`config.mk`:
```
export PLATFORM = sky130hd
export DESIGN_NAME = lnm_mode_ctrl
export DESIGN_NICKNAME = d
export VERILOG_FILES = /design/src/common/lnm_pkg.sv /design/src/common/lnm_cond_if.sv /design/src/lnm_mode_ctrl.sv /design/src/lnm_sync.sv
export SDC_FILE = /design/constraint.sdc
export NUM_CORES = 1
export LEC_CHECK = 0
export BUFFER_PORTS_ARGS = -buffer_cell sky130_fd_sc_hd__clkbuf_2
export CORE_MARGIN = 2
export CORE_UTILIZATION = 35
export DETAILED_ROUTE_END_ITERATION = 8
export PLACE_DENSITY_LB_ADDON = 0.2
export SYNTH_ARGS = -nofsm -noshare
export SYNTH_HDL_FRONTEND = slang
export SYNTH_SLANG_ARGS = --single-unit
```
`constraint.sdc`:
```
create_clock -name clock_i -period 2.54 [get_ports clock_i]
set_input_delay 0.127 -clock clock_i [delete_from_list [all_inputs] [get_ports clock_i]]
set_output_delay 0.127 -clock clock_i [all_outputs]
set_load 0.1 [all_outputs]
```
`src/common/lnm_pkg.sv`:
```
// package for the lin node mode controller: timing constants and state type
// assumes a single 200 MHz clock
package lnm_pkg;
  localparam int unsigned CLK_MHZ = 200;
  localparam int unsigned WAKE_PULSE_US = 60;
  localparam int unsigned WAKE_CYCLES = WAKE_PULSE_US * CLK_MHZ;
  localparam int unsigned RESET_DELAY_MS = 100;
  localparam int unsigned RESET_DELAY_CYCLES = RESET_DELAY_MS * 1000 * CLK_MHZ;
  localparam int unsigned RX_FILTER_NS = 2800;
  localparam int unsigned RX_FILTER_CYCLES = (RX_FILTER_NS * CLK_MHZ) / 1000;
  localparam int unsigned RESET_FALL_NS = 10000;
  localparam int unsigned RESET_FALL_CYCLES = (RESET_FALL_NS * CLK_MHZ) / 1000;
  localparam int unsigned CNT_W = 25;
  localparam logic [24:0] CNT_ZERO = 25'h0000000;
  localparam logic RESET_N_RST = 1'b0;
  typedef enum logic [2:0] {
    LNM_POR, LNM_INIT, LNM_NORMAL, LNM_SLEEP, LNM_THERMAL
  } lnm_state_type;
endpackage

```
`src/common/lnm_cond_if.sv`:
```
// interface carrying synchronised analogue indications to the mode logic
// assumes all members are on clock_i
`timescale 1ns/1ps
interface lnm_cond_if;
  logic supply_low;
  logic supply_ok;
  logic master_reset;
  logic out_above_reset;
  logic over_temp;
  logic under_recovery;
  logic en;
  logic bus;
  modport src (output supply_low, supply_ok, master_reset, out_above_reset, over_temp,
    under_recovery, en, bus);
  modport dst (input supply_low, supply_ok, master_reset, out_above_reset, over_temp,
    under_recovery, en, bus);
endinterface

```
`src/lnm_mode_ctrl.sv`:
```
// mode and reset sequencer of a lin slave node with regulator
// assumes analogue indications arrive as digital levels on any timing
`timescale 1ns/1ps
module lnm_mode_ctrl #(
  parameter int unsigned RESET_DELAY = lnm_pkg::RESET_DELAY_CYCLES,
  parameter int unsigned WAKE_TIME = lnm_pkg::WAKE_CYCLES
) (
  // clock and reset
  input wire logic clock_i,
  input wire logic rst_b_i,
  // analogue indications, active high
  input wire logic supply_below_on_i,
  input wire logic supply_above_off_i,
  input wire logic out_below_master_reset_i,
  input wire logic out_above_reset_thr_i,
  input wire logic temp_above_shutdown_i,
  input wire logic temp_below_recovery_i,
  // pins
  input wire logic enable_i,
  input wire logic bus_level_i,
  input wire logic transmit_data_in_i,
  // outputs
  output logic regulator_on_o,
  output logic transceiver_on_o,
  output logic bus_drive_dominant_o,
  output logic receive_data_out_o,
  output logic reset_n_o,
  output logic [2:0] mode_o
);
  lnm_cond_if cond ();
  logic [7:0] sync_w;
  logic txd_meta_reg;
  logic txd_reg;

  lnm_sync #(.N(8)) u_sync (
    .clock_i(clock_i),
    .rst_b_i(rst_b_i),
    .raw_i({supply_below_on_i, supply_above_off_i, out_below_master_reset_i,
            out_above_reset_thr_i, temp_above_shutdown_i, temp_below_recovery_i,
            enable_i, bus_level_i}),
    .sync_o(sync_w)
  );
  assign cond.supply_low = sync_w[7];
  assign cond.supply_ok = sync_w[6];
  assign cond.master_reset = sync_w[5];
  assign cond.out_above_reset = sync_w[4];
  assign cond.over_temp = sync_w[3];
  assign cond.under_recovery = sync_w[2];
  assign cond.en = sync_w[1];
  assign cond.bus = sync_w[0];

  // transmit input resets to recessive like an open pin
  always_ff @(posedge clock_i) begin
    if (!rst_b_i) begin
      txd_meta_reg <= 1'b1;
      txd_reg <= 1'b1;
    end else begin
      txd_meta_reg <= transmit_data_in_i;
      txd_reg <= txd_meta_reg;
    end
  end

  lnm_pkg::lnm_state_type state_reg, state_next;
  lnm_pkg::lnm_state_type prior_reg;
  logic en_d_reg;
  logic bus_d_reg;
  logic [lnm_pkg::CNT_W-1:0] wake_cnt_reg;
  logic [lnm_pkg::CNT_W-1:0] rst_cnt_reg;
  logic [lnm_pkg::CNT_W-1:0] fall_cnt_reg;
  logic reset_n_reg;
  logic [9:0] rx_cnt_reg;
  logic rx_reg;

  wire en_rise = cond.en & ~en_d_reg;
  wire en_fall = ~cond.en & en_d_reg;
  wire bus_edge = cond.bus ^ bus_d_reg;
  wire wake_hit = (wake_cnt_reg == lnm_pkg::CNT_W'(WAKE_TIME - 1));
  wire ready_out = (state_reg == lnm_pkg::LNM_NORMAL) && !cond.master_reset;
  wire reset_done = (rst_cnt_reg == lnm_pkg::CNT_W'(RESET_DELAY - 1));
  wire fall_done = (fall_cnt_reg == lnm_pkg::CNT_W'(lnm_pkg::RESET_FALL_CYCLES - 1));

  // mode transitions
  always_comb begin
    state_next = state_reg;
    case (state_reg)
      lnm_pkg::LNM_POR: begin
        if (cond.supply_ok) state_next = lnm_pkg::LNM_INIT;
      end
      lnm_pkg::LNM_INIT: begin
        if (!cond.master_reset) state_next = lnm_pkg::LNM_NORMAL;
      end
      lnm_pkg::LNM_NORMAL: begin
        if (en_fall) state_next = lnm_pkg::LNM_SLEEP;
      end
      lnm_pkg::LNM_SLEEP: begin
        if (en_rise || wake_hit) state_next = lnm_pkg::LNM_INIT;
      end
      lnm_pkg::LNM_THERMAL: begin
        if (cond.under_recovery) begin
          state_next = (prior_reg == lnm_pkg::LNM_SLEEP) ? lnm_pkg::LNM_SLEEP
                                                         : lnm_pkg::LNM_INIT;
        end
      end
      default: state_next = lnm_pkg::LNM_POR;
    endcase
    // supply override from any state, temperature override from any state except por
    if (cond.supply_low) state_next = lnm_pkg::LNM_POR;
    else if (cond.over_temp && state_reg != lnm_pkg::LNM_POR)
      state_next = lnm_pkg::LNM_THERMAL;
  end

  always_ff @(posedge clock_i) begin
    if (!rst_b_i) begin
      state_reg <= lnm_pkg::LNM_POR;
      prior_reg <= lnm_pkg::LNM_NORMAL;
      en_d_reg <= 1'b0;
      bus_d_reg <= 1'b1;
    end else begin
      state_reg <= state_next;
      en_d_reg <= cond.en;
      bus_d_reg <= cond.bus;
      if (state_next == lnm_pkg::LNM_THERMAL && state_reg != lnm_pkg::LNM_THERMAL)
        prior_reg <= (state_reg == lnm_pkg::LNM_SLEEP) ? lnm_pkg::LNM_SLEEP
                                                       : lnm_pkg::LNM_NORMAL;
    end
  end

  // bus pulse width counter, only live in sleep
  always_ff @(posedge clock_i) begin
    if (!rst_b_i || state_reg != lnm_pkg::LNM_SLEEP || bus_edge)
      wake_cnt_reg <= lnm_pkg::CNT_ZERO;
    else if (!wake_hit)
      wake_cnt_reg <= wake_cnt_reg + 25'h0000001;
  end

  // reset output: delayed release and filtered fall
  wire out_good = cond.out_above_reset && state_reg == lnm_pkg::LNM_NORMAL;
  // por and init always present reset, even inside the fall filter window
  wire hold_low = state_reg == lnm_pkg::LNM_POR || state_reg == lnm_pkg::LNM_INIT;
  always_ff @(posedge clock_i) begin
    if (!rst_b_i) begin
      rst_cnt_reg <= lnm_pkg::CNT_ZERO;
      fall_cnt_reg <= lnm_pkg::CNT_ZERO;
      reset_n_reg <= lnm_pkg::RESET_N_RST;
    end else if (!reset_n_reg) begin
      fall_cnt_reg <= lnm_pkg::CNT_ZERO;
      if (!out_good) rst_cnt_reg <= lnm_pkg::CNT_ZERO;
      else if (reset_done) reset_n_reg <= 1'b1;
      else rst_cnt_reg <= rst_cnt_reg + 25'h0000001;
    end else begin
      rst_cnt_reg <= lnm_pkg::CNT_ZERO;
      if (out_good) fall_cnt_reg <= lnm_pkg::CNT_ZERO;
      else if (fall_done || hold_low) reset_n_reg <= 1'b0;
      else fall_cnt_reg <= fall_cnt_reg + 25'h0000001;
    end
  end

  // receive spike filter: level must hold before it is passed on
  always_ff @(posedge clock_i) begin
    if (!rst_b_i) begin
      rx_reg <= 1'b1;
      rx_cnt_reg <= 10'h000;
    end else if (cond.bus == rx_reg) begin
      rx_cnt_reg <= 10'h000;
    end else if (rx_cnt_reg == 10'(lnm_pkg::RX_FILTER_CYCLES - 1)) begin
      rx_reg <= cond.bus;
      rx_cnt_reg <= 10'h000;
    end else begin
      rx_cnt_reg <= rx_cnt_reg + 10'h001;
    end
  end

  // output gating
  always_ff @(posedge clock_i) begin
    if (!rst_b_i) begin
      regulator_on_o <= 1'b0;
      transceiver_on_o <= 1'b0;
      bus_drive_dominant_o <= 1'b0;
      receive_data_out_o <= 1'b1;
      mode_o <= 3'h0;
    end else begin
      regulator_on_o <= state_reg == lnm_pkg::LNM_INIT || state_reg == lnm_pkg::LNM_NORMAL;
      transceiver_on_o <= ready_out;
      bus_drive_dominant_o <= ready_out && !txd_reg;
      receive_data_out_o <= rx_reg;
      mode_o <= 3'(state_reg);
    end
  end
  assign reset_n_o = reset_n_reg;

  // transmit never dominant outside normal with output up
  property p_tx_gate;
    @(posedge clock_i) disable iff (!rst_b_i)
      (state_reg != lnm_pkg::LNM_NORMAL) |=> !bus_drive_dominant_o;
  endproperty
  a_tx_gate: assert property (p_tx_gate) else $error("dominant outside normal");

  property p_sleep_entry;
    @(posedge clock_i) disable iff (!rst_b_i)
      (state_reg == lnm_pkg::LNM_NORMAL && en_fall && !cond.supply_low && !cond.over_temp)
      |=> state_reg == lnm_pkg::LNM_SLEEP;
  endproperty
  a_sleep_entry: assert property (p_sleep_entry) else $error("no sleep on enable fall");

  property p_sleep_recessive;
    @(posedge clock_i) disable iff (!rst_b_i)
      (state_reg == lnm_pkg::LNM_SLEEP) |=> !bus_drive_dominant_o && !regulator_on_o;
  endproperty
  a_sleep_recessive: assert property (p_sleep_recessive) else $error("bus not freed");

  property p_por_hold;
    @(posedge clock_i) disable iff (!rst_b_i)
      cond.supply_low |=> state_reg == lnm_pkg::LNM_POR;
  endproperty
  a_por_hold: assert property (p_por_hold) else $error("por not held");

  property p_por_exit;
    @(posedge clock_i) disable iff (!rst_b_i)
      (state_reg == lnm_pkg::LNM_POR && state_next != lnm_pkg::LNM_POR)
      |=> state_reg == lnm_pkg::LNM_INIT;
  endproperty
  a_por_exit: assert property (p_por_exit) else $error("por left other than to init");

  property p_thermal_off;
    @(posedge clock_i) disable iff (!rst_b_i)
      (state_reg == lnm_pkg::LNM_THERMAL) |=> !transceiver_on_o && !regulator_on_o;
  endproperty
  a_thermal_off: assert property (p_thermal_off) else $error("active in shutdown");

  property p_reset_low_init;
    @(posedge clock_i) disable iff (!rst_b_i)
      (state_reg == lnm_pkg::LNM_INIT) |=> !reset_n_o;
  endproperty
  a_reset_low_init: assert property (p_reset_low_init) else $error("reset high in init");

  property p_reset_rise;
    @(posedge clock_i) disable iff (!rst_b_i)
      $rose(reset_n_o) |-> $past(reset_done) && $past(out_good);
  endproperty
  a_reset_rise: assert property (p_reset_rise) else $error("reset released early");

  property p_wake;
    @(posedge clock_i) disable iff (!rst_b_i)
      (state_reg == lnm_pkg::LNM_SLEEP && wake_hit && !cond.supply_low && !cond.over_temp)
      |=> state_reg == lnm_pkg::LNM_INIT;
  endproperty
  a_wake: assert property (p_wake) else $error("bus wake missed");
endmodule

```
`src/lnm_sync.sv`:
```
// two-flop synchronisers for every asynchronous indication and the enable and bus pins
// assumes inputs come from comparators or pins outside the clock domain
`timescale 1ns/1ps
module lnm_sync #(
  parameter int unsigned N = 8
) (
  // clock and reset
  input wire logic clock_i,
  input wire logic rst_b_i,
  // raw levels
  input wire logic [N-1:0] raw_i,
  // synchronised levels
  output logic [N-1:0] sync_o
);
  logic [N-1:0] meta_reg;
  logic [N-1:0] sync_reg;
  always_ff @(posedge clock_i) begin
    if (!rst_b_i) begin
      meta_reg <= '0;
      sync_reg <= '0;
    end else begin
      meta_reg <= raw_i;
      sync_reg <= meta_reg;
    end
  end
  assign sync_o = sync_reg;
endmodule

```
[After elaboration in Yosys (flattened, before gate mapping)]
Cells that the tools add are included.
Storage, ports and cells
  register bits after elaboration: 120
  input port bits: 11
  output and inout bits: 8
  logic and storage cells: 80
Cells by class
  add/sub/neg operators: 4
  equality and inequality tests: 13
  muxes and demuxes: 15
  bitwise logic cells: 9
  reductions and logical operators: 20
Operators with widths (number)
  adder 25 x 1 -> 25 bit, second input constant: 3
  == test 25 x 11 -> 1 bit, second input constant: 1
  == test 25 x 14 -> 1 bit, second input constant: 1
  == test 25 bit, second input constant: 1
  two-way mux 3 bit: 7
  case mux 3 bit (5 select lines): 1
  adder 10 x 1 -> 10 bit, second input constant: 1
  == test 10 bit, second input constant: 1
  == test 3 x 2 -> 1 bit, second input constant: 3
  OR reduction 3 bit: 3
  == test 3 bit, second input constant: 2
  logical OR 1 bit: 6
  two-way mux 1 bit: 6
  inverter 1 bit: 6
  logical AND 1 bit: 5
  == test 3 x 1 -> 1 bit, second input constant: 1
  zero test 1 bit: 3
  zero test 3 bit: 1
  != test 3 x 2 -> 1 bit, second input constant: 1
  != test 3 bit, second input constant: 1
  nonzero test 3 bit: 1
  bitwise AND 1 bit: 2
  two-way mux 2 bit: 1
  AND reduction 2 bit: 1
  other kinds (2): 2

[Logic depth before layout (Yosys ltp)]
  word-level depth: 9
  mapped depth: 7
  gate-level depth less buffers: 6

[Modules after synthesis]
Synthesis repeated with hierarchy kept, for this count alone.
Second synthesis, totals
  cells, all modules: 551
  area total of the unflattened synthesis: 5251.3 um^2
Modules (own cells, without submodules)
  lnm_mode_ctrl: instances 1, cells an instance 518, area an instance 4804.6 um^2, sequential area each 2042.0 um^2
  lnm_sync: instances 1, cells an instance 33, area an instance 446.7 um^2, sequential area each 320.3 um^2

[Worst setup path before layout]
Ideal clock, no wire load.
  path kind: register to register
  start: register reset_n_reg, in the netlist reset_n_o
  end: register fall_cnt_reg[10] (netlist bit)
  setup time: 60 ps
  arrival time: 2206 ps
  data required time: 2480 ps
  slack: 275 ps
  stages on the path, launching flop included: 5
  path buffers: 0
  path through: dfxtp_1 -> nand2_1 -> or2_2 -> or4_2 -> nand2_1
Between the ends
  word-level cells in the longest chain between the ends: 2
Ends and longest elaborated chain
  start, declared: line lnm_mode_ctrl.sv:70  | logic reset_n_reg;
  start signal, assigned: line lnm_mode_ctrl.sv:144  | reset_n_reg <= lnm_pkg::RESET_N_RST;
  inverter 1 bit (no line)
  OR reduction 3 bit (no line)
  end signal, assigned: line lnm_mode_ctrl.sv:143  | fall_cnt_reg <= lnm_pkg::CNT_ZERO;
  end signal, assigned: line lnm_mode_ctrl.sv:146  | fall_cnt_reg <= lnm_pkg::CNT_ZERO;
  end signal, assigned: line lnm_mode_ctrl.sv:152  | if (out_good) fall_cnt_reg <= lnm_pkg::CNT_ZERO;
  end, declared: line lnm_mode_ctrl.sv:69  | logic [lnm_pkg::CNT_W-1:0] fall_cnt_reg;
Every way passes these cells.
A chain may end at the register's enable or synchronous reset.

[Final worst setup path]
  start: register state_reg[1]
  end: register fall_cnt_reg[19] (netlist bit)
Between the ends
  word-level cells in the longest chain between the ends: 3
  elaborated cells between the ends (all ways): 7
Ends and longest elaborated chain
  start, declared: line lnm_mode_ctrl.sv:63  | lnm_pkg::lnm_state_type state_reg, state_next;
  start signal, assigned: line lnm_mode_ctrl.sv:114  | state_reg <= lnm_pkg::LNM_POR;
  start signal, assigned: line lnm_mode_ctrl.sv:119  | state_reg <= state_next;
  == test 3 x 2 -> 1 bit, or another cell as far along: line lnm_mode_ctrl.sv:137  | wire out_good = cond.out_above_reset && state_reg == lnm_pkg::LNM_NORMAL;
  logical AND 1 bit or logical OR 1 bit (tied branches): line lnm_mode_ctrl.sv:137, lnm_mode_ctrl.sv:139
  OR reduction 3 bit (no line) or logical OR 1 bit (tied branches)
Several ways; a longest one is shown, not always the timed one.

==> results.toml <==
[placement]
dp_hpwl_mm = 6.77
place_inst = 760
numPortBuffers = 18
place.gp.congestion = 0.771

[cts]
clk_latency_ns = 0.42
clkTransAtPathRegs_ns = 0.05
cts_made_buffers = 17
post_cts_buffers = 0
cts_root_buf = "clkbuf_16"
cts_tree = "done"
clock_sinks = 118
clk_path_buf_depth = 2
htree_levels = 4

[sta]
slew_viol_final = 0
setup_viol = 0
hold_viol = 0
slew_headroom_pct = 61.7
tightestPinTransition_ns = 0.577
rsz0062_at_grt = "no"
period_minus_slack_ns = 2.06
period_share_pct = 81.0
final.setup.tns_ns = 0
skew_ns = 0.00903
fmax_mhz = 486

[flow_run]
cap_violations = 0

[worst_setup_path]
cp-end-kind = "flip-flop"
cp_max_fo = 12
r2r_slack_ns = 0.48
critical_path_class = "reg2reg"
startpoint_type = "flip-flop"
cp.required_ns = 2.88
crit_arrival_ns = 2.40

[finish]
utilization_pct = 42.1
finalNetCount = 619
diodes = 0
area_delta_synth_final_pct = 18.5
finalNonFillerCells = 801
drive_above_1_share_pct = 14.6

[floorplan]
pin_count = 19
rows = 44
die_area_sq_um = 15600
start_util_pct = 35.5
die_w_microns = 125
core_area_sq_um = 14400
fp.dieH_microns = 125

[pwr]
ir_drop_mv = 0.459
p_leak_uw = 0.00205
pwr_density_cell_nw_per_um2 = 721

[synth]
avgSynthCellArea_sq_um = 8.99
synth_area_leaders = "dfxtp_1 46%, xor2_1 5.6%, nor2_1 5.3%"
syn_nets = 585
syn_area_sq_um = 5120
async_reset_ff_share_pct = 0
synth_cells = 570
synth_edf_count = 0
ys_types = 52
synth_top_area_cell = "dfxtp_1"
ys_warn_count = 0
synth_top_area_share_pct = 46.1
ys_seq_area_share_pct = 46.1
ys_seq_elements = 118
synth_ff_type = "dfxtp_1"

[drt]
routed_wirelength_mm = 10.1
wl_per_cell_microns = 12.6
firstDrtPassIters = 5
viasPerCell = 5.00
routed-via-count = 4007
drtIter0Drc = 284
drcViolationCount = 0
ant_nets = 0

[global_routing]
grt_antenna_before_repair = 0
grt_pass1_vias = 3846
track_usage_pct = 13.6
grt_pass1_wl_mm = 17.4
grt_max_degree = 34
overflow = 0

[outcome]
status = "finished, final reports clean"

[min_path]
hp-class = "in2reg"
[report_power, final]
part           internal (uW)  total [uW]  leakage (uW)  switching (uW)
Sequential              1880        1900      0.000956            19.3
Combinational           60.4         153      0.000816            92.9
Clock                   1450        2330      0.000280             881
Total                   3380        4380       0.00205             993
[final timing paths]
check	from	end	cells past startpoint
setup / recovery	state_reg[1]$_SDFF_PN0_	fall_cnt_reg[19]$_SDFFE_PP0P_	5
hold / removal	rst_b_i	fall_cnt_reg[21]$_SDFFE_PP0P_	4
hold reg to reg	txd_reg$_SDFF_PN1_	bus_drive_dominant_o$_SDFF_PN0_	1
setup reg to reg	state_reg[1]$_SDFF_PN0_	fall_cnt_reg[19]$_SDFFE_PP0P_	5
[synth_stat cells, drive strengths merged, types with 16 or more instances]
master,n
dfxtp,118
nor2,73
nand2,37
nand3,36
xor2,33
and2,25
xnor2,25
a21oi,23
o21ai,21
or3,18
clkbuf,16
nand4,16
[what timing repair did]
action                                 4_1_cts  5_1_grt
resized for setup                            0        0
hold buffers                                 9        0
endpoints found under the hold margin        9        0
[layer usage]
layer | up-vias | routed length (microns) | global-route usage, %
met5 | - | 0 | 0
met4 | 0 | 139 | 7.91
met3 | 9 | 281 | 3.72
met2 | 39 | 4740 | 21.5
met1 | 1889 | 4930 | 16.8
li1 | 2070 | - | -
[layout by cell type, fill, tap and decap left out, drive strengths merged, types with 5 or more instances in the layout]
cell / netlist / layout
nand2: 37 / 37
a21oi: 23 / 23
or3: 18 / 18
inv: 11 / 14
buf: 6 / 10
nand3: 36 / 36
or4: 9 / 9
nor2: 73 / 73
and4: 9 / 9
nor4: 15 / 15
mux2i: 6 / 6
xnor2: 25 / 25
and3: 15 / 15
o21ai: 21 / 21
xor2: 33 / 33
clkbuf: 16 / 35
clkinv: 0 / 7
nor3: 14 / 14
nand4: 16 / 16
dfxtp: 118 / 118
nand2b: 5 / 5
dlygate4sd3: 0 / 9
and2: 25 / 25
[cells by family after synthesis]
| logic type | synth area share, % |
|---|---|
| AOI/OAI and AO/OA | 8.13 |
| xor gates and xnor gates | 9.92 |
| adders and majority gates | 1.17 |
| buffers and inverters | 3.10 |
| DFF | 46.1 |
| muxes | 1.17 |
| and+or+nand+nor | 30.4 |
[layout make-up]
cell class | instances | area (sq um)
well taps | 184 | 230
flip-flops and latches | 118 | 2360
clock buffers | 17 | 425
repair buffers | 37 | 255
multi-input cells | 419 | 2600
fillers | 1456 | 8350
clock inverters | 15 | 155
inverters | 11 | 41.3
[worst max-delay path, stage by stage, from the launching register on]
cell	delay, ns
dfxtp_1	0.54
or2_2	0.28
o41ai_4	0.14
buf_4	0.21
or4_2	0.65
a21oi_1	0.16
[through the flow]
stage / hold WS (ns) / power [uW] / instance area, sq um / setup slack [ns]
6_report: 0.141 / 4380 / 6070 / 0.482
5_1_grt: 0.152 / 4540 / 6070 / 0.340
4_1_cts: 0.106 / 4450 / 6070 / 0.466
3_5_place_dp: 0.319 / 2080 / 5400 / 0.477
3_3_place_gp: 0.315 / 2080 / 5400 / 0.538
2_1_floorplan: 0.228 / 2060 / 5120 / 0.275
(Power assumes the default switching activity.)
